$ cat src/rtl/lfs_pkg.sv
// lfs_pkg: register map, field positions, reset values and encodings
// of the lcd frame sequencer.
// assumes: shared by the sequencer top, its prescaler and its waveform
// decoder; nothing here holds logic.
package lfs_pkg;

	localparam int NUM_SEG   = 40;
	localparam int NUM_COM   = 4;
	localparam int MEM_WORDS = 8;

	////////////////////////////////////////////////////////////////////////
	// register byte offsets
	localparam logic [11:0] OFF_CTRL_A     = 12'h000;
	localparam logic [11:0] OFF_CTRL_B     = 12'h004;
	localparam logic [11:0] OFF_FRAME_RATE = 12'h008;
	localparam logic [11:0] OFF_CONTRAST   = 12'h00c;
	localparam logic [11:0] OFF_CLOCK_CTRL = 12'h010;
	localparam logic [11:0] OFF_STATUS     = 12'h014;
	localparam logic [11:0] OFF_DISP_MEM   = 12'h020;

	////////////////////////////////////////////////////////////////////////
	// field positions
	localparam int CA_ENABLE_BIT   = 7;
	localparam int CA_LOW_PWR_BIT  = 6;
	localparam int CA_FLAG_BIT     = 4;
	localparam int CA_IRQ_EN_BIT   = 3;
	localparam int CA_BLANK_BIT    = 0;
	localparam int CB_ASYNC_BIT    = 7;
	localparam int CB_HALF_BIAS    = 6;
	localparam int CB_DUTY_LSB     = 4;
	localparam int CB_MASK_LSB     = 0;
	localparam int FR_PRESCALE_LSB = 4;
	localparam int FR_DIV_LSB      = 0;
	localparam int CK_EXT_CLK_BIT  = 0;
	localparam int ST_RUN_BIT      = 0;
	localparam int ST_BLANK_BIT    = 1;
	localparam int ST_HALF_BIT     = 2;
	localparam int ST_ODD_BIT      = 3;
	localparam int ST_COM_LSB      = 4;

	////////////////////////////////////////////////////////////////////////
	// reset values and writable bits
	localparam logic [7:0] CTRL_A_RST       = 8'h00;
	localparam logic [7:0] CTRL_B_RST       = 8'h00;
	localparam logic [7:0] FRAME_RATE_RST   = 8'h00;
	localparam logic [7:0] CONTRAST_RST     = 8'h00;
	localparam logic [7:0] CLOCK_CTRL_RST   = 8'h00;
	localparam logic [7:0] CTRL_A_WMASK     = 8'hc9;
	localparam logic [7:0] CTRL_B_WMASK     = 8'hff;
	localparam logic [7:0] FRAME_RATE_WMASK = 8'h77;
	localparam logic [7:0] CONTRAST_WMASK   = 8'h0f;
	localparam logic [7:0] CLOCK_CTRL_WMASK = 8'h01;

	////////////////////////////////////////////////////////////////////////
	// encodings
	typedef enum logic [1:0] {
		DUTY_STATIC, DUTY_HALF, DUTY_THIRD, DUTY_QUARTER
	} lfs_duty_t;

	typedef enum logic [2:0] {
		SLP_ACTIVE, SLP_IDLE, SLP_ADC_NR, SLP_POWER_DOWN, SLP_POWER_SAVE,
		SLP_STANDBY
	} lfs_sleep_t;

	// pin drive levels: ground, 1/3 (or 1/2), 2/3, full lcd voltage
	localparam logic [1:0] LVL_GND  = 2'h0;
	localparam logic [1:0] LVL_LOW  = 2'h1;
	localparam logic [1:0] LVL_HIGH = 2'h2;
	localparam logic [1:0] LVL_VLCD = 2'h3;

	// segments in use for each port mask setting
	localparam logic [5:0] SEG_COUNT [16] = '{
		6'h0d, 6'h0f, 6'h11, 6'h13, 6'h15, 6'h17, 6'h18, 6'h19,
		6'h1b, 6'h1d, 6'h1f, 6'h21, 6'h23, 6'h25, 6'h27, 6'h28
	};

	// top counter bit for /16 .. /4096
	localparam logic [3:0] PRESCALE_TAP [8] = '{
		4'h3, 4'h5, 4'h6, 4'h7, 4'h8, 4'h9, 4'ha, 4'hb
	};

endpackage

$ cat src/rtl/lfs_frame_sequencer.sv
// lfs_frame_sequencer: apb register file, frame timing, per-frame latching
// and pin drive registers of a segment lcd controller.
// assumes: apb master on pclk; sleep_mode and sys_clk_rc come from the
// power manager on pclk; timer_osc_pin is asynchronous.
//
// Our own choices: the register offsets and register access over APB.

// Overview of operation
// display memory, blanking, waveform and contrast are latched only at frames.
// registers are writable at any time; software updates right after the latch.
// waveform select set gives the low-power waveform instead of default.
// low-power mode latches data and sets the flag every second frame.
// blanking completes the frame then grounds all pins, memory kept.
// software blanks the display before disabling the controller.
// masked segment pins and unused common pins return to port use.
// synchronous clock keeps the display running in idle and power-save.
// async clock with rc system clock runs in idle, adc and power-save.
// external clock option with async select enables the pin input buffer.
// software disables the controller before deep sleep with sync clock.
// software sets rate, duty, bias, mask and contrast before enabling.
// software disables the controller before reconfiguring it.
// disable returns pins to port use; software keeps them low or tristate.
// writing one clears the flag; disable sequence blanks over one frame.
// two-common displays may use half or third bias.
// each frame addresses common zero first then each used common in turn.
// flag is set with the data latch; interrupt when its enable is set.
// duty field picks static, half, third, quarter; static uses static bias.
// a one in memory drives segment opposite to its common.
// polarity reverses so every segment sees no average dc voltage.
module lfs_frame_sequencer (
	input  wire logic                pclk,
	input  wire logic                presetn,
	input  wire logic [11:0]         paddr,
	input  wire logic                psel,
	input  wire logic                penable,
	input  wire logic                pwrite,
	input  wire logic [31:0]         pwdata,
	input  wire logic [3:0]          pstrb,
	output logic      [31:0]         prdata,
	output logic                     pready,
	output logic                     pslverr,
	input  wire logic                timer_osc_pin,
	input  wire lfs_pkg::lfs_sleep_t sleep_mode,
	input  wire logic                sys_clk_rc,
	output logic      [79:0]         seg_level,
	output logic      [39:0]         seg_drive_en,
	output logic      [7:0]          com_level,
	output logic      [3:0]          com_drive_en,
	output logic                     frame_irq,
	output logic      [3:0]          contrast_out,
	output logic                     ext_clk_buf_en
);

	logic [7:0]  ctrl_a, next_ctrl_a;
	logic [7:0]  ctrl_b, next_ctrl_b;
	logic [7:0]  frame_rate, next_frame_rate;
	logic [7:0]  contrast_reg, next_contrast_reg;
	logic [7:0]  clock_ctrl, next_clock_ctrl;
	logic [31:0] display_mem [lfs_pkg::MEM_WORDS];
	logic [31:0] next_display_mem [lfs_pkg::MEM_WORDS];
	logic [31:0] next_prdata;
	logic        next_pready, next_pslverr;
	logic        acc, done, wr_lane0, mem_hit, mapped, clear_flag;
	logic [31:0] rd_word, status_word;

	logic        controller_enable, low_power_wave_sel, start_of_frame_flag;
	logic        frame_irq_enable, blank_display, async_clock_sel;
	logic        half_bias_sel, ext_clock_input_en;
	logic [1:0]  duty_select;
	logic [3:0]  port_mask, contrast_setting;

	logic [31:0] lat_mem [lfs_pkg::MEM_WORDS];
	logic [31:0] next_lat_mem [lfs_pkg::MEM_WORDS];
	logic        lat_blank, next_lat_blank, lat_lp, next_lat_lp;
	logic [3:0]  lat_contrast, next_lat_contrast;
	logic        running, next_running, started, next_started;
	logic        half_phase, next_half_phase, frame_odd, next_frame_odd;
	logic [1:0]  com_idx, next_com_idx;
	logic        clk_ok, base_tick, ps_tick;
	logic        frame_end, frame_start, latch_now;
	logic        osc_meta, osc_sync, osc_prev;

	logic [79:0] wf_seg_level;
	logic [39:0] wf_seg_drive_en;
	logic [7:0]  wf_com_level;
	logic [3:0]  wf_com_drive_en;
	logic [39:0] seg_row;

	assign controller_enable   = ctrl_a[lfs_pkg::CA_ENABLE_BIT];
	assign low_power_wave_sel  = ctrl_a[lfs_pkg::CA_LOW_PWR_BIT];
	assign start_of_frame_flag = ctrl_a[lfs_pkg::CA_FLAG_BIT];
	assign frame_irq_enable    = ctrl_a[lfs_pkg::CA_IRQ_EN_BIT];
	assign blank_display       = ctrl_a[lfs_pkg::CA_BLANK_BIT];
	assign async_clock_sel     = ctrl_b[lfs_pkg::CB_ASYNC_BIT];
	assign half_bias_sel       = ctrl_b[lfs_pkg::CB_HALF_BIAS];
	assign duty_select         = ctrl_b[lfs_pkg::CB_DUTY_LSB +: 2];
	assign port_mask           = ctrl_b[lfs_pkg::CB_MASK_LSB +: 4];
	assign contrast_setting    = contrast_reg[3:0];
	assign ext_clock_input_en  = clock_ctrl[lfs_pkg::CK_EXT_CLK_BIT];

	////////////////////////////////////////////////////////////////////////
	// apb slave and register file: one wait state, writes at completion

	always_comb begin
		status_word = 32'h0000_0000;
		status_word[lfs_pkg::ST_RUN_BIT] = running;
		status_word[lfs_pkg::ST_BLANK_BIT] = lat_blank;
		status_word[lfs_pkg::ST_HALF_BIT] = half_phase;
		status_word[lfs_pkg::ST_ODD_BIT] = frame_odd;
		status_word[lfs_pkg::ST_COM_LSB +: 2] = com_idx;
		mem_hit = paddr[11:5] == lfs_pkg::OFF_DISP_MEM[11:5];
		mapped = (paddr[1:0] == 2'h0)
			&& (paddr <= lfs_pkg::OFF_STATUS || mem_hit);
		unique case (paddr)
			lfs_pkg::OFF_CTRL_A:     rd_word = {24'h0, ctrl_a};
			lfs_pkg::OFF_CTRL_B:     rd_word = {24'h0, ctrl_b};
			lfs_pkg::OFF_FRAME_RATE: rd_word = {24'h0, frame_rate};
			lfs_pkg::OFF_CONTRAST:   rd_word = {24'h0, contrast_reg};
			lfs_pkg::OFF_CLOCK_CTRL: rd_word = {24'h0, clock_ctrl};
			lfs_pkg::OFF_STATUS:     rd_word = status_word;
			default:                 rd_word = display_mem[paddr[4:2]];
		endcase
		acc = psel && penable;
		done = acc && pready && mapped;
		wr_lane0 = done && pwrite && pstrb[0];
		next_pready = acc && !pready;
		next_pslverr = acc && !pready && !mapped;
		next_prdata = prdata;
		if (acc && !pready)
			next_prdata = (mapped && !pwrite) ? rd_word : 32'h0000_0000;
		next_ctrl_a = ctrl_a;
		next_ctrl_b = ctrl_b;
		next_frame_rate = frame_rate;
		next_contrast_reg = contrast_reg;
		next_clock_ctrl = clock_ctrl;
		if (wr_lane0) begin
			unique case (paddr)
				lfs_pkg::OFF_CTRL_A: next_ctrl_a =
					(ctrl_a & ~lfs_pkg::CTRL_A_WMASK)
					| (pwdata[7:0] & lfs_pkg::CTRL_A_WMASK);
				lfs_pkg::OFF_CTRL_B: next_ctrl_b =
					pwdata[7:0] & lfs_pkg::CTRL_B_WMASK;
				lfs_pkg::OFF_FRAME_RATE: next_frame_rate =
					pwdata[7:0] & lfs_pkg::FRAME_RATE_WMASK;
				lfs_pkg::OFF_CONTRAST: next_contrast_reg =
					pwdata[7:0] & lfs_pkg::CONTRAST_WMASK;
				lfs_pkg::OFF_CLOCK_CTRL: next_clock_ctrl =
					pwdata[7:0] & lfs_pkg::CLOCK_CTRL_WMASK;
				default: ;
			endcase
		end
		clear_flag = wr_lane0 && (paddr == lfs_pkg::OFF_CTRL_A)
			&& pwdata[lfs_pkg::CA_FLAG_BIT];
		// a data latch in the clearing cycle keeps the flag set
		next_ctrl_a[lfs_pkg::CA_FLAG_BIT] = latch_now
			|| (start_of_frame_flag && !clear_flag);
		for (int w = 0; w < lfs_pkg::MEM_WORDS; w++) begin
			next_display_mem[w] = display_mem[w];
			for (int b = 0; b < 4; b++)
				if (done && pwrite && mem_hit && pstrb[b]
					&& paddr[4:2] == 3'(w))
					next_display_mem[w][8*b +: 8] = pwdata[8*b +: 8];
		end
	end

	always_ff @(posedge pclk or negedge presetn) begin
		if (!presetn) begin
			ctrl_a <= lfs_pkg::CTRL_A_RST;
			ctrl_b <= lfs_pkg::CTRL_B_RST;
			frame_rate <= lfs_pkg::FRAME_RATE_RST;
			contrast_reg <= lfs_pkg::CONTRAST_RST;
			clock_ctrl <= lfs_pkg::CLOCK_CTRL_RST;
			prdata <= 32'h0000_0000;
			pready <= 1'b0;
			pslverr <= 1'b0;
			for (int w = 0; w < lfs_pkg::MEM_WORDS; w++)
				display_mem[w] <= 32'h0000_0000;
		end else begin
			ctrl_a <= next_ctrl_a;
			ctrl_b <= next_ctrl_b;
			frame_rate <= next_frame_rate;
			contrast_reg <= next_contrast_reg;
			clock_ctrl <= next_clock_ctrl;
			prdata <= next_prdata;
			pready <= next_pready;
			pslverr <= next_pslverr;
			display_mem <= next_display_mem;
		end
	end

	////////////////////////////////////////////////////////////////////////
	// timer oscillator pin synchroniser and edge detect

	always_ff @(posedge pclk or negedge presetn) begin
		if (!presetn) begin
			osc_meta <= 1'b0;
			osc_sync <= 1'b0;
			osc_prev <= 1'b0;
		end else begin
			osc_meta <= timer_osc_pin;
			osc_sync <= osc_meta;
			osc_prev <= osc_sync;
		end
	end

	// count and drive only after the first latch, so the first half slot
	// is as long as the rest and carries latched data
	lfs_prescaler u_prescaler (
		.pclk         (pclk),
		.presetn      (presetn),
		.clear        (!started),
		.base_tick    (base_tick),
		.prescale_sel (frame_rate[lfs_pkg::FR_PRESCALE_LSB +: 3]),
		.clk_div      (frame_rate[lfs_pkg::FR_DIV_LSB +: 3]),
		.ps_tick      (ps_tick)
	);

	////////////////////////////////////////////////////////////////////////
	// frame sequencer and per-frame latches

	always_comb begin
		if (async_clock_sel)
			clk_ok = (sleep_mode == lfs_pkg::SLP_ACTIVE) || (sys_clk_rc
				&& sleep_mode inside {lfs_pkg::SLP_IDLE,
				lfs_pkg::SLP_ADC_NR, lfs_pkg::SLP_POWER_SAVE});
		else
			clk_ok = sleep_mode inside {lfs_pkg::SLP_ACTIVE,
				lfs_pkg::SLP_IDLE, lfs_pkg::SLP_POWER_SAVE};
		next_running = controller_enable && clk_ok;
		base_tick = async_clock_sel ? (osc_sync && !osc_prev) : 1'b1;
		frame_end = running && started && ps_tick && half_phase
			&& (com_idx == duty_select);
		frame_start = running && (!started || frame_end);
		next_started = running;
		next_frame_odd = frame_odd;
		if (!running)
			next_frame_odd = 1'b0;
		else if (frame_start)
			next_frame_odd = started ? !frame_odd : 1'b0;
		latch_now = frame_start
			&& (!low_power_wave_sel || !next_frame_odd);
		next_half_phase = half_phase;
		next_com_idx = com_idx;
		if (!running) begin
			next_half_phase = 1'b0;
			next_com_idx = 2'h0;
		end else if (started && ps_tick) begin
			next_half_phase = !half_phase;
			if (half_phase)
				next_com_idx = (com_idx == duty_select) ? 2'h0
					: com_idx + 2'h1;
		end
		next_lat_mem = lat_mem;
		next_lat_blank = lat_blank;
		next_lat_lp = lat_lp;
		next_lat_contrast = lat_contrast;
		if (latch_now) begin
			next_lat_mem = display_mem;
			next_lat_blank = blank_display;
			next_lat_lp = low_power_wave_sel;
			next_lat_contrast = contrast_setting;
		end
		seg_row = {lat_mem[{com_idx, 1'b1}][7:0], lat_mem[{com_idx, 1'b0}]};
	end

	always_ff @(posedge pclk or negedge presetn) begin
		if (!presetn) begin
			running <= 1'b0;
			started <= 1'b0;
			frame_odd <= 1'b0;
			half_phase <= 1'b0;
			com_idx <= 2'h0;
			lat_blank <= 1'b0;
			lat_lp <= 1'b0;
			lat_contrast <= 4'h0;
			for (int w = 0; w < lfs_pkg::MEM_WORDS; w++)
				lat_mem[w] <= 32'h0000_0000;
		end else begin
			running <= next_running;
			started <= next_started;
			frame_odd <= next_frame_odd;
			half_phase <= next_half_phase;
			com_idx <= next_com_idx;
			lat_blank <= next_lat_blank;
			lat_lp <= next_lat_lp;
			lat_contrast <= next_lat_contrast;
			lat_mem <= next_lat_mem;
		end
	end

	////////////////////////////////////////////////////////////////////////
	// pin drive and side outputs, all registered

	lfs_waveform u_waveform (
		.duty         (duty_select),
		.half_bias    (half_bias_sel),
		.low_power    (lat_lp),
		.frame_odd    (frame_odd),
		.half_phase   (half_phase),
		.com_idx      (com_idx),
		.seg_row      (seg_row),
		.blank        (lat_blank),
		.active       (running && started),
		.seg_used     (lfs_pkg::SEG_COUNT[port_mask]),
		.seg_level    (wf_seg_level),
		.seg_drive_en (wf_seg_drive_en),
		.com_level    (wf_com_level),
		.com_drive_en (wf_com_drive_en)
	);

	always_ff @(posedge pclk or negedge presetn) begin
		if (!presetn) begin
			seg_level <= 80'h0;
			seg_drive_en <= 40'h0;
			com_level <= 8'h00;
			com_drive_en <= 4'h0;
			frame_irq <= 1'b0;
			contrast_out <= 4'h0;
			ext_clk_buf_en <= 1'b0;
		end else begin
			seg_level <= wf_seg_level;
			seg_drive_en <= wf_seg_drive_en;
			com_level <= wf_com_level;
			com_drive_en <= wf_com_drive_en;
			frame_irq <= start_of_frame_flag && frame_irq_enable;
			contrast_out <= lat_contrast;
			ext_clk_buf_en <= ext_clock_input_en && async_clock_sel;
		end
	end
endmodule

$ cat src/rtl/lfs_prescaler.sv
// lfs_prescaler: 12-bit prescale counter and divide-by-1..8 stage.
// assumes: base_tick is a one-cycle enable on pclk; clear holds it idle.
module lfs_prescaler (
	input  wire logic       pclk,
	input  wire logic       presetn,
	input  wire logic       clear,
	input  wire logic       base_tick,
	input  wire logic [2:0] prescale_sel,
	input  wire logic [2:0] clk_div,
	output logic            ps_tick
);

	logic [11:0] cnt;
	logic [11:0] next_cnt;
	logic [2:0]  div_cnt;
	logic [2:0]  next_div_cnt;
	logic [11:0] tap_mask;
	logic        tap_hit;

	always_comb begin
		tap_mask = 12'((13'h0002 << lfs_pkg::PRESCALE_TAP[prescale_sel])
			- 13'h0001);
		tap_hit = base_tick && ((cnt & tap_mask) == tap_mask);
		ps_tick = tap_hit && (div_cnt == clk_div);
		next_cnt = cnt;
		next_div_cnt = div_cnt;
		if (clear) begin
			next_cnt = 12'h000;
			next_div_cnt = 3'h0;
		end else begin
			if (base_tick)
				next_cnt = cnt + 12'h001;
			if (tap_hit)
				next_div_cnt = ps_tick ? 3'h0 : div_cnt + 3'h1;
		end
	end

	always_ff @(posedge pclk or negedge presetn) begin
		if (!presetn) begin
			cnt <= 12'h000;
			div_cnt <= 3'h0;
		end else begin
			cnt <= next_cnt;
			div_cnt <= next_div_cnt;
		end
	end

endmodule

$ cat src/rtl/lfs_waveform.sv
// lfs_waveform: turns duty, bias, polarity and one row of latched segment
// data into drive levels and drive enables for every pin.
// assumes: purely combinational; the top registers every output.
module lfs_waveform (
	input  wire logic [1:0]   duty,
	input  wire logic         half_bias,
	input  wire logic         low_power,
	input  wire logic         frame_odd,
	input  wire logic         half_phase,
	input  wire logic [1:0]   com_idx,
	input  wire logic [39:0]  seg_row,
	input  wire logic         blank,
	input  wire logic         active,
	input  wire logic [5:0]   seg_used,
	output logic      [79:0]  seg_level,
	output logic      [39:0]  seg_drive_en,
	output logic      [7:0]   com_level,
	output logic      [3:0]   com_drive_en
);

	logic       pol;
	logic [1:0] sel_lvl;
	logic [1:0] unsel_lvl;
	logic [1:0] on_lvl;
	logic [1:0] off_lvl;

	always_comb begin
		// default flips inside each slot, low power once per frame
		pol = low_power ? frame_odd : half_phase;
		sel_lvl = pol ? lfs_pkg::LVL_VLCD : lfs_pkg::LVL_GND;
		on_lvl = pol ? lfs_pkg::LVL_GND : lfs_pkg::LVL_VLCD;
		if (duty == 2'(lfs_pkg::DUTY_STATIC)) begin
			unsel_lvl = sel_lvl;
			off_lvl = sel_lvl;
		end else if (half_bias) begin
			unsel_lvl = lfs_pkg::LVL_LOW;
			off_lvl = lfs_pkg::LVL_LOW;
		end else begin
			unsel_lvl = pol ? lfs_pkg::LVL_LOW : lfs_pkg::LVL_HIGH;
			off_lvl = pol ? lfs_pkg::LVL_HIGH : lfs_pkg::LVL_LOW;
		end
	end

	for (genvar k = 0; k < lfs_pkg::NUM_COM; k++) begin : g_com
		assign com_drive_en[k] = active && (2'(k) <= duty);
		assign com_level[2*k +: 2] = blank ? lfs_pkg::LVL_GND :
			((2'(k) == com_idx) ? sel_lvl : unsel_lvl);
	end

	for (genvar i = 0; i < lfs_pkg::NUM_SEG; i++) begin : g_seg
		assign seg_drive_en[i] = active && (6'(i) < seg_used);
		assign seg_level[2*i +: 2] = blank ? lfs_pkg::LVL_GND :
			(seg_row[i] ? on_lvl : off_lvl);
	end

endmodule

$ cat config.mk
export PLATFORM = sky130hd
export DESIGN_NAME = lfs_frame_sequencer
export DESIGN_NICKNAME = d
export VERILOG_FILES = /design/src/rtl/lfs_pkg.sv /design/src/rtl/lfs_frame_sequencer.sv /design/src/rtl/lfs_prescaler.sv /design/src/rtl/lfs_waveform.sv
export SDC_FILE = /design/constraint.sdc
export NUM_CORES = 1
export LEC_CHECK = 0
export BUFFER_PORTS_ARGS = -buffer_cell sky130_fd_sc_hd__clkbuf_2
export CAP_MARGIN = 20
export CORE_ASPECT_RATIO = 1.5
export CORE_MARGIN = 3
export CORE_UTILIZATION = 35
export CTS_CLUSTER_SIZE = 12
export DETAILED_ROUTE_END_ITERATION = 10
export SLEW_MARGIN = 20
export SYNTH_ARGS = -nofsm -noshare
export SYNTH_HDL_FRONTEND = slang
export SYNTH_SLANG_ARGS = --single-unit
$ cat constraint.sdc
create_clock -name pclk -period 3.1 [get_ports pclk]
set_input_delay 0.31 -clock pclk [delete_from_list [all_inputs] [get_ports pclk]]
set_output_delay 0.31 -clock pclk [all_outputs]
set_load 0.02 [all_outputs]
==> metrics.md, run 1 <==
| Metric | Value |
|---|---|
| Status | finished, final reports clean |
| Routed vias | around 17000 |
| Top Ports | between 200 and 250 |
| Leak Pwr | between 15 and 20 nW |
| Initial core utilization | a little over a third |
| Maximum VDD drop | around 0.35 mV |
| Biggest register | display_mem |
| Setup WS post-layout | between 0.4 and 0.5 ns |
| Prevailing post-synth register cell | dfrtp_1 |
| Row Count | approximately 130 |
| CP Data Required Time | between 3 and 4 ns |
| Placed Instances | roughly 3100 |
| Worst hold stages | 2 |
| R2R Path Start | frame_rate[0] |
| Clk buf depth | 3 |
| Initial antenna violation count | 7 |
| Post-Route WL | about 76000 um |
| Share of cells above drive strength 1 | 43.6% |
| Max FFs per register | ~260 |
| Final non-filler cell area | between 30000 and 40000 um^2 |
| R2R setup slack | 0.47 ns |
| Synth Register Bits | 640 |
| R2R depth | 7 |
| Setup TNS | 0 ns |
| Total global-route track usage | approximately 18% |
| Largest regs | display_mem x256, lat_mem x160, seg_level x80 |
| Yosys cell types | 57 |
| Largest net degree at the start of global routing | just over 100 |
| Gpl congestion | around 0.84 |
| Post-synth EDFFs | 0 |
| Top cell type's share of synthesized area | around 57% |
| Period utilization | a little over four fifths |
| Combinational Power Share | about 3% |
| Endpoints failing setup | 0 |
| CTS resizes | 0 |
| Port bufs | 229 |
| Top cell type by total area after synthesis | dfrtp_1 |
| DR vias/cell | roughly 5.2 |
| Footprint of the multi-input gates | ~11000 um^2 |
| MaxCap Viol Count | 0 |
| Sw Ratio | 21.7% |
| # fillers | 7206 |
| WL/cell | roughly 23 um |
| Clock power frac | a little under half |
| Clock Pin Slew Worst Setup and Hold Paths | 0.06 ns |
| Non-filler instance count after layout | ~3300 |
| Flip-flop and latch area | 16000 um^2 |
| Worst-Skew Late Latency | 0.60 ns |
| Worst Setup SP | frame_rate[0] |
| Setup Buffers After CTS | 0 |
| Largest stage delay, worst path | between 0.4 and 0.5 ns |
| Max Clk Rate | approximately 0.38 GHz |
| Crit path max fanout | 70 |
| Worst setup EP type | register |
| PwrDens | roughly 510 nW/um^2 |
| First-pass GRT wire length | ~120000 um |
| Critical Path End | lat_mem[36] |
| Nets | about 2300 |
| Synth Instances | 1930 |
| Syn_area_per_cell | between 10 and 15 um^2 |
| Core region area | ~79000 um^2 |
| Relative slew slack | between 30% and 40% |
| Area contributors post-synth | dfrtp_1 (57%), mux2_2 (17%), mux4_2 (8.4%), mux2i_1 (4.2%), nor2_1 (1.7%) |
| Cell chain of the critical path | xor2_1 > nor3_2 > nand4_1 > o31ai_4 > buf_12 > buf_12 > mux2_2 |
| Tmin final | between 2 and 3 ns |
| Dpl cell area | around 31000 um^2 |
| Clk root buf | clkbuf_16 |
| Area delta synth->final | 17.4% |
| Sw power | about 3.6 mW |
| Crit path DAT | around 3.1 ns |
| Setup crit start kind | register |
| Worst setup path class | reg -> reg |
| Initial DRC count | between 1000 and 1500 |
| DRC violations left | 0 |
| Final hold viol count | 0 |
| CTS Sinks | 640 |
| R2r endpoint | lat_mem[36] |
| RSZ-0062 raised after global routing | false |
| Worst slew pin tran | 0.970 ns |
| CTS tree | built |
| Dpl hpwl | ~52000 um |
| Mapped cell area | between 20000 and 30000 um^2 |
| Synth async-reset ratio | 100% |
| CP most frequent cell | buf_12 |
| Final Hold Slack | 0.0636 ns |
| Pre-Repair DR Iteration Count | 4 |
| Die Wd | between 200 and 250 um |
| Die area | 83400 um^2 |
| Seq/Total Area, Yosys | around 57% |
| Dpl ws | roughly 0.42 ns |
| Grt ovf | 0 |
| HP Class | in -> reg |
| Ys Warns | 0 |
| Skew final | roughly 0.014 ns |
| ANT nets after route | 0 |
| TritonCTS buffer count | 69 |
| Seq pwr share | 49.9% |
| Internal power | around 13 mW |
| Worst path slowest cell | dfrtp_1 |
| Die Height | 352 um |
| Htree depth | 3 |
| Max-slew violation count | 0 |
| Vias in the first global route | 18400 |
-- power groups by stage --
stage	sequential [mW]	combinational, mW	clock [mW]
global route	8.35	0.562	8.47
detailed placement	8.51	0.522	0
floorplan	8.52	0.152	0
CTS	8.36	0.525	8.12
finish	8.36	0.508	7.89
global placement	8.51	0.511	0
-- logic make-up (layout without fill, tap and decap cells) --
group,count (synthesis),after routing,share of synthesized area [%]
AOI/OAI and AO/OA,143,143,3.12
xor gates and xnor gates,16,16,0.501
adders and majority gates,14,14,0.617
buffers and inverters,132,428,1.91
DFF,640,640,57.3
muxes,664,664,30.4
other,1,5,0.0134
and+or+nand+nor,320,320,6.21
-- worst min path at each step --
| stage | startpoint | end | slack [ns] |
|---|---|---|---|
| 2_1_floorplan | presetn | clock_ctrl[0] | 0.01 |
| 3_3_place_gp | presetn | seg_level[11] | 0.34 |
| 3_5_place_dp | presetn | display_mem[33] | 0.34 |
| 4_1_cts | pwdata[30] | display_mem[254] | 0.02 |
| 5_1_grt | pwdata[10] | display_mem[138] | 0.05 |
| 6_report | pwdata[21] | display_mem[181] | 0.06 |
-- worst max-delay path: cells and delay by family, from the launching register on --
family | cells | cell delay, ns
simple gates | 2 | 0.55
mux | 1 | 0.39
buf+inv | 2 | 0.50
flops | 1 | 0.42
compound gates | 1 | 0.37
xor+xnor | 1 | 0.18
-- area by class of cell --
cell class,count,area share (%)
Antenna cell,3,0.0229
Clock inverter,11,0.354
Tap cell,1024,3.90
Multi-Input combinational cell,1159,35.0
Clock buffer,101,6.12
Timing Repair Buffer,296,5.62
Sequential cell,640,48.8
Inverter,20,0.229
-- repair_timing --
item / CTS / global route
endpoints found under the setup margin: 0 / 0
hold buffers: 2 / 0
hold endpoints to repair: 66 / 0
-- layout by cell type, fill, tap and decap left out, types with 6 or more instances in the layout --
| cell | count |
|---|---|
| nand2_1 | 71 |
| buf_12 | 14 |
| a21oi_1 | 24 |
| mux2_1 | 16 |
| o22ai_1 | 6 |
| and2_1 | 23 |
| o21a_1 | 8 |
| nor2b_1 | 11 |
| dfrtp_1 | 637 |
| buf_4 | 53 |
| nand3_1 | 12 |
| mux2i_1 | 117 |
| clkbuf_16 | 71 |
| nor3_1 | 6 |
| ha_1 | 13 |
| or3_1 | 7 |
| nand4_1 | 7 |
| nor2_1 | 125 |
| mux4_2 | 104 |
| o21ai_0 | 60 |
| nor2_4 | 29 |
| a22o_1 | 6 |
| inv_1 | 19 |
| clkbuf_2 | 226 |
| mux2_2 | 426 |
| xnor2_1 | 12 |
| clkbuf_8 | 12 |
| clkbuf_1 | 18 |
-- per-layer routing --
metal	vias up	GRT usage, %	wire (um)
li1	7466	-	-
met3	119	2.93	3200
met4	4	6.98	2370
met2	386	32.9	40500
met5	-	0	19
met1	8871	21.7	29500
-- cells in the mapped netlist (2+ instances only) --
library cell and number:
dfrtp_1 640, mux2_2 426, nor2_1 125, mux2i_1 118, mux4_2 104, clkbuf_1 71
nand2_1 71, o21ai_0 60, nor2_4 29, a21oi_1 25, buf_2 24, and2_1 23
inv_1 20, mux2_1 16, buf_1 15, ha_1 13, nand3_1 12, nor2b_1 12
xnor2_1 12, o21a_1 8, nand4_1 7, or3_1 7, a22o_1 6, nor3_1 6
o22ai_1 6, o31ai_1 6, a31oi_1 5, nand2b_1 5, a21o_1 4, a22oi_1 4
and3_1 4, nand2_4 4, xor2_1 4, a21boi_0 3, nor2_8 3, o211ai_1 3
a211oi_1 2, a32o_1 2, buf_4 2, nor3_2 2, o221ai_1 2, o311ai_0 2
or2_2 2, or4_4 2
-- through the flow --
| stage | power, mW | util [%] |
|---|---|---|
| 6_report | 16.8 | 41.6 |
| 5_1_grt | 17.4 | 41.6 |
| 4_1_cts | 17.0 | 41.6 |
| 3_5_place_dp | 9.03 | 38.8 |
| 3_3_place_gp | 9.02 | 38.8 |
| 2_1_floorplan | 8.67 | - |
Power figures use the tool's default switching activity.
==> inputs of run 2 (changes only) <==
==> constraint.sdc (replaced) <==
create_clock -name pclk -period 2.7 [get_ports pclk]
set_input_delay 0.27 -clock pclk [delete_from_list [all_inputs] [get_ports pclk]]
set_output_delay 0.27 -clock pclk [all_outputs]
set_load 0.02 [all_outputs]
==> run 2 against run 1 <==
Hold slack got worse by 0.0048 ns. Clock power increased by 12%. Clock-buffer cell count decreased by 8. Total power increased by 14%. Wire length increased by 0.39%. Critical endpoint is now seg_drive_en[29]. Worst setup slack got worse by 0.34 ns. Sequential share of layout area decreased by 0.80 points. Core utilization increased by 0.69 points. First-iteration DRC count decreased by 13%. Final area increased by 1.7%. Sequential power increased by 15%.
==> metrics.md, run 2 (synthesis gave the netlist of run 1 again) <==
| Metric | Value |
|---|---|
| Largest net degree at the start of global routing | 81 (-21%) |
| Dpl hpwl | 53000 um (+1.9%) |
| Total global-route track usage | 18.2% (-0.071 points) |
| CP top delay family | compound AO/OA/AOI/OAI gates |
| Final hold viol count | 0 (unchanged) |
| Tmin final | 2.56 ns (-0.0647 ns) |
| Die Height | 352 um (unchanged) |
| Gpl congestion | 0.863 (+2.7%) |
| WL/cell | 23.0 um (-0.83%) |
| Core region area | 79000 um^2 (unchanged) |
| Nets | 2301 (+1.9%) |
| Worst path slowest cell | dfrtp_1 |
| CTS tree | built |
| Vias in the first global route | 18600 (+0.89%) |
| Share of cells above drive strength 1 | 43.9% (+0.34 points) |
| Initial core utilization | 35.4% (unchanged) |
| Initial antenna violation count | 3 (-4) |
| Cell chain of the critical path | nor2_1 > a221oi_1 > nor2_1 > o21ai_0 > a21oi_1 |
| Port bufs | 229 (unchanged) |
| Die Wd | 237 um (unchanged) |
| Status | finished, final reports clean |
| Worst-Skew Late Latency | 0.62 ns (+0.02 ns) |
| DRC violations left | 0 (unchanged) |
| Die area | 83400 um^2 (unchanged) |
| Biggest register | display_mem |
| Worst setup path class | reg -> reg |
| Clk root buf | clkbuf_16 |
| Skew final | 0.0356 ns (+0.0220 ns) |
| MaxCap Viol Count | 0 (unchanged) |
| RSZ-0062 raised after global routing | false |
| First-pass GRT wire length | 116000 um (-0.40%) |
| Post-Route WL | 75800 um (+0.39%) |
| Max-slew violation count | 0 (unchanged) |
| Period utilization | 94.9% (+10 points) |
| Row Count | 126 (unchanged) |
| Commonest non-fill, non-tap cell in the layout | dfrtp_1 |
| Top Ports | 230 (unchanged) |
| CP Depth | 5 (-2) |
| Setup crit start kind | register |
| Area delta synth->final | 19.3% |
| CP Data Required Time | 3.16 ns (-0.43 ns) |
| Leak Pwr | 16.2 nW (+1.5%) |
| Final Hold Slack | 0.0588 ns (-0.00480 ns) |
| PwrDens | 572 nW/um^2 (+12%) |
| Largest regs | display_mem x256, lat_mem x160, seg_level x80 |
| ANT nets after route | 0 (unchanged) |
| Final non-filler cell area | 33400 um^2 (+1.7%) |
| CTS resizes | 0 (unchanged) |
| Post-layout util | 42.3% (+0.69 points) |
| Relative slew slack | 47.0% (+12 points) |
| Largest stage delay, worst path | 0.80 ns (+0.38 ns) |
| Crit path max fanout | 22 (-69%) |
| Crit path DAT | 3.02 ns (-0.09 ns) |
| Routed vias | 17000 (+1.2%) |
| Max FFs per register | 256 (unchanged) |
| Grt ovf | 0 (unchanged) |
| Pre-Repair DR Iteration Count | 5 (+1) |
| Worst Path Buf+Inv | 0 (-2) |
| DR vias/cell | 5.17 (about the same) |
| Max Clk Rate | 0.390 GHz (+2.5%) |
| Maximum VDD drop | 0.424 mV (+20%) |
| Clock Pin Slew Worst Setup and Hold Paths | 0.06 ns (about the same) |
| Dpl cell area | 31100 um^2 (+1.3%) |
| Most frequent cells in the layout | dfrtp_1 (637), mux2_2 (426), clkbuf_2 (226) |
| Setup Buffers After CTS | 0 (unchanged) |
| Endpoints failing setup | 0 (unchanged) |
| Clk buf depth | 3 (unchanged) |
| Worst slew pin tran | 0.796 ns (-0.174 ns) |
| CTS Sinks | 640 (unchanged) |
| Htree depth | 3 (unchanged) |
| CP most frequent cell | nor2_1 |
| Worst setup EP type | register |
| Setup TNS | 0 ns (unchanged) |
| Worst hold stages | 2 (unchanged) |
| TritonCTS buffer count | 68 (-1.4%) |
| HP Class | in -> reg |
| Initial DRC count | 892 (-13%) |
| R2R depth | 5 (-2) |
==> run 2: cell types whose count changed in the layout (fill, tap and decap cells not counted), sizes merged <==
cell         delta
diode           -2
clkinvlp        -2
dlygate4sd3    +20
buf            +25
clkinv          +5
clkbuf          -8
inv             +3
bufinv          -1
==> run 2: final cells by class <==
cell class | instances | area (um^2)
Timing Repair Buffer | 341 | 2460
Sequential cell | 640 | 16000
Multi-Input combinational cell | 1159 | 11500
Fill cell | 7166 | 45600
Clock buffer | 93 | 1930
Antenna cell | 1 | 2.50
Inverter | 20 | 75.1
Clock inverter | 16 | 134
Tap cell | 1024 | 1280
==> run 2: what timing repair did <==
action | 4_1_cts | 5_1_grt
hold endpoints to repair | 197 | 0
endpoints found under the setup margin | 0 | 0
hold buffers | 22 | 0
==> run 2: metal layers <==
metal  up-vias  part of all wire, %  global-route usage, %  wire, um
met3       108                  4.2                   3.07      3200
met4         2                  2.8                   5.75      2150
met2       384                   54                   33.7     41200
met1      9004                   39                   21.2     29300
li1       7546                    -                      -         -
met5         -                0.016                      0        12
==> run 2: path summary, 6_finish.rpt <==
check                                start          endpoint  slack (ns)
worst max-delay path             ctrl_b[3]  seg_drive_en[29]        0.14
worst min-delay path            pwdata[14]  display_mem[110]        0.06
worst max register to register   ctrl_b[3]  seg_drive_en[29]        0.14
worst min register to register    osc_meta          osc_sync        0.35
max in group asynchronous          presetn  display_mem[212]        1.49
min in group asynchronous          presetn     seg_level[66]        0.19
==> run 2: where the power goes <==
| part | switching [mW] | internal (mW) | total (mW) |
|---|---|---|---|
| clock network | 3.79 | 5.08 | 8.86 |
| logic | 0.440 | 0.170 | 0.609 |
| registers | 0.00209 | 9.60 | 9.60 |
| total | 4.23 | 14.8 | 19.1 |
==> run 2: metrics by stage <==
| step | instances | power, mW | worst slack [ns] |
|---|---|---|---|
| after floorplan | 1931 | 9.95 | 0.303 |
| after global placement | 3162 | 10.4 | 0.211 |
| after detailed placement | 3162 | 10.4 | 0.155 |
| after CTS | 3293 | 19.3 | 0.263 |
| after global routing | 3293 | 19.8 | 0.0887 |
| final | 3294 | 19.1 | 0.137 |
==> inputs of run 3 (changes only) <==
--- a/config.mk
+++ b/config.mk
@@ -12,7 +12,9 @@
 export CORE_UTILIZATION = 35
 export CTS_CLUSTER_SIZE = 12
 export DETAILED_ROUTE_END_ITERATION = 10
+export SETUP_SLACK_MARGIN = 0.4
 export SLEW_MARGIN = 20
 export SYNTH_ARGS = -nofsm -noshare
 export SYNTH_HDL_FRONTEND = slang
 export SYNTH_SLANG_ARGS = --single-unit
+export TNS_END_PERCENT = 20
==> run 3 against run 2 <==
Combinational power increased by 1%. Final cell count increased by 0.58%. First-iteration DRC count increased by 16%. Clock power increased by 2.7%. Register-to-register slack improved by 0.10 ns. Highest routed layer unchanged.
==> metrics.md, run 3 (synthesis gave the netlist of run 1 again) <==
| Metric | Value |
|---|---|
| Worst slew pin tran | 0.914 ns (+0.119 ns) |
| Die Wd | 237 um (unchanged) |
| TritonCTS buffer count | 68 (unchanged) |
| R2R Path Start | frame_rate[5] |
| # fillers | 7130 (-0.50%) |
| R2R setup slack | 0.24 ns (+0.10 ns) |
| Period utilization | 91.2% (-3.7 points) |
| Maximum VDD drop | 0.404 mV (-4.6%) |
| Core region area | 79000 um^2 (unchanged) |
| Worst-Skew Late Latency | 0.64 ns (+0.02 ns) |
| Row Count | 126 (unchanged) |
| Nets | 2318 (+0.74%) |
| Dpl cell area | 30900 um^2 (-0.54%) |
| DRC violations left | 0 (unchanged) |
| Share of cells above drive strength 1 | 44.8% (+0.81 points) |
| Die Height | 352 um (unchanged) |
| Crit path max fanout | 7 (-68%) |
| DR vias/cell | 5.23 (+1.1%) |
| Biggest register | display_mem |
| Clk root buf | clkbuf_16 |
| CTS Sinks | 640 (unchanged) |
| Htree depth | 3 (unchanged) |
| CP Data Required Time | 3.18 ns (+0.02 ns) |
| PwrDens | 566 nW/um^2 (-0.95%) |
| Skew final | 0.0376 ns (+0.00200 ns) |
| Worst path slowest cell | dfrtp_1 |
| Most frequent cells in the layout | dfrtp_1 (636), mux2_2 (358), clkbuf_2 (226) |
| Max FFs per register | 256 (unchanged) |
| Cell chain of the critical path | inv_2 > o221ai_2 > o31ai_2 > o211ai_1 > o31ai_4 > buf_12 > buf_16 > clkbuf_16 > mux2_4 |
| Worst setup path class | reg -> reg |
| Commonest non-fill, non-tap cell in the layout | dfrtp_1 |
| First-pass GRT wire length | 120000 um (+2.8%) |
| Clock Pin Slew Worst Setup and Hold Paths | 0.06 ns (about the same) |
| Clk buf depth | 3 (unchanged) |
| Critical Path End | lat_mem[249] |
| Routed vias | 17300 (+1.7%) |
| HP Class | in -> reg |
| CTS tree | built |
| Max-slew violation count | 0 (unchanged) |
| Endpoints failing setup | 0 (unchanged) |
| MaxCap Viol Count | 0 (unchanged) |
| ANT nets after route | 0 (unchanged) |
| Area delta synth->final | 22.0% |
| RSZ-0062 raised after global routing | true |
| R2R depth | 9 (+4) |
| Worst Setup SP | frame_rate[5] |
| Dpl hpwl | 54500 um (+2.7%) |
| Initial core utilization | 35.4% (unchanged) |
| Largest regs | display_mem x256, lat_mem x160, seg_level x80 |
| Total global-route track usage | 18.7% (+0.48 points) |
| Port bufs | 229 (unchanged) |
| Post-layout util | 43.2% (+0.96 points) |
| Grt ovf | 0 (unchanged) |
| R2r endpoint | lat_mem[249] |
| Leak Pwr | 16.5 nW (+1.7%) |
| Largest stage delay, worst path | 0.43 ns (-0.37 ns) |
| Setup TNS | 0 ns (unchanged) |
| Tmin final | 2.46 ns (-0.100 ns) |
| Largest net degree at the start of global routing | 89 (+9.9%) |
| Post-Route WL | 79200 um (+4.4%) |
| Final non-filler cell area | 34100 um^2 (+2.3%) |
| Pre-Repair DR Iteration Count | 6 (+1) |
| Status | finished, final reports clean |
| Final hold viol count | 0 (unchanged) |
| Relative slew slack | 39.1% (-7.9 points) |
| Initial DRC count | 1037 (+16%) |
| Worst setup EP type | register |
| Gpl congestion | 0.862 (-0.12%) |
| WL/cell | 23.9 um (+3.8%) |
| Setup crit start kind | register |
| Vias in the first global route | 18900 (+1.7%) |
| Die area | 83400 um^2 (unchanged) |
| Initial antenna violation count | 6 (+3) |
| Crit path DAT | 2.95 ns (-0.07 ns) |
| Top Ports | 230 (unchanged) |
| Max Clk Rate | 0.406 GHz (+4.1%) |
[run 3: through the flow]
step / instances / power (mW) / hold WS [ns] / setup slack, ns
2_1_floorplan: 1931 / 9.95 / -0.0256 / 0.307
3_3_place_gp: 3150 / 10.4 / 0.300 / 0.0785
3_5_place_dp: 3150 / 10.4 / 0.299 / 0.137
4_1_cts: 3287 / 19.6 / 0.00345 / 0.269
5_1_grt: 3312 / 20.0 / 0.0279 / 0.122
6_report: 3313 / 19.3 / 0.0360 / 0.237
[run 3: critical path: cells and delay by family (launching register included)]
family	cells	cell delay, ns
buffers and inverters	4	0.66
DFF	1	0.43
muxes	1	0.29
AOI/OAI and AO/OA	4	0.94
[run 3: timing repair]
| action | in CTS | in global routing |
|---|---|---|
| resized for setup | 10 | 74 |
| setup endpoints to repair | 160 | 170 |
| hold buffers | 21 | 0 |
| pin swaps | 3 | 4 |
| cloned | 2 | 16 |
| buffers inserted | 5 | 7 |
| endpoints found under the hold margin | 182 | 0 |
[run 3: layout make-up]
type	count	area (um^2)	area share, %
Multi-Input combinational cell	1159	11800	34.5
Inverter	20	75.1	0.220
Clock buffer	94	1910	5.60
Sequential cell	640	16000	46.9
Timing Repair Buffer	358	2830	8.28
Antenna cell	3	7.51	0.0220
Clock inverter	15	241	0.708
Tap cell	1024	1280	3.75
[run 3: where the power goes]
group / internal (mW) / total [mW] / leakage, nW / switching [mW]
clock: 5.18 / 9.10 / 1.05 / 3.92
sequential: 9.60 / 9.60 / 8.89 / 0.00200
combinational: 0.173 / 0.618 / 6.52 / 0.445
total: 15.0 / 19.3 / 16.5 / 4.36
[run 3: how the worst min path moves through the flow]
stage	from	endpoint	slack (ns)	cells after the start
finish	pwdata[16]	display_mem[112]	0.04	2
detailed placement	presetn	lat_contrast[0]	0.30	1
global placement	presetn	lat_contrast[2]	0.30	1
floorplan	presetn	clock_ctrl[0]	-0.03	0
CTS	pwdata[16]	display_mem[176]	0.003	2
global route	pwdata[16]	display_mem[80]	0.03	2
[run 3: metal layers]
layer  routed length [um]  share of wire, %  vias up  global-route usage (%)
li1                     -                 -     7569                       -
met1                30400                38     9178                    21.7
met2                42600                54      443                    34.1
met3                 3430               4.3      138                    3.10
met4                 2710               3.4        2                    6.98
met5                    7            0.0088        -                       0
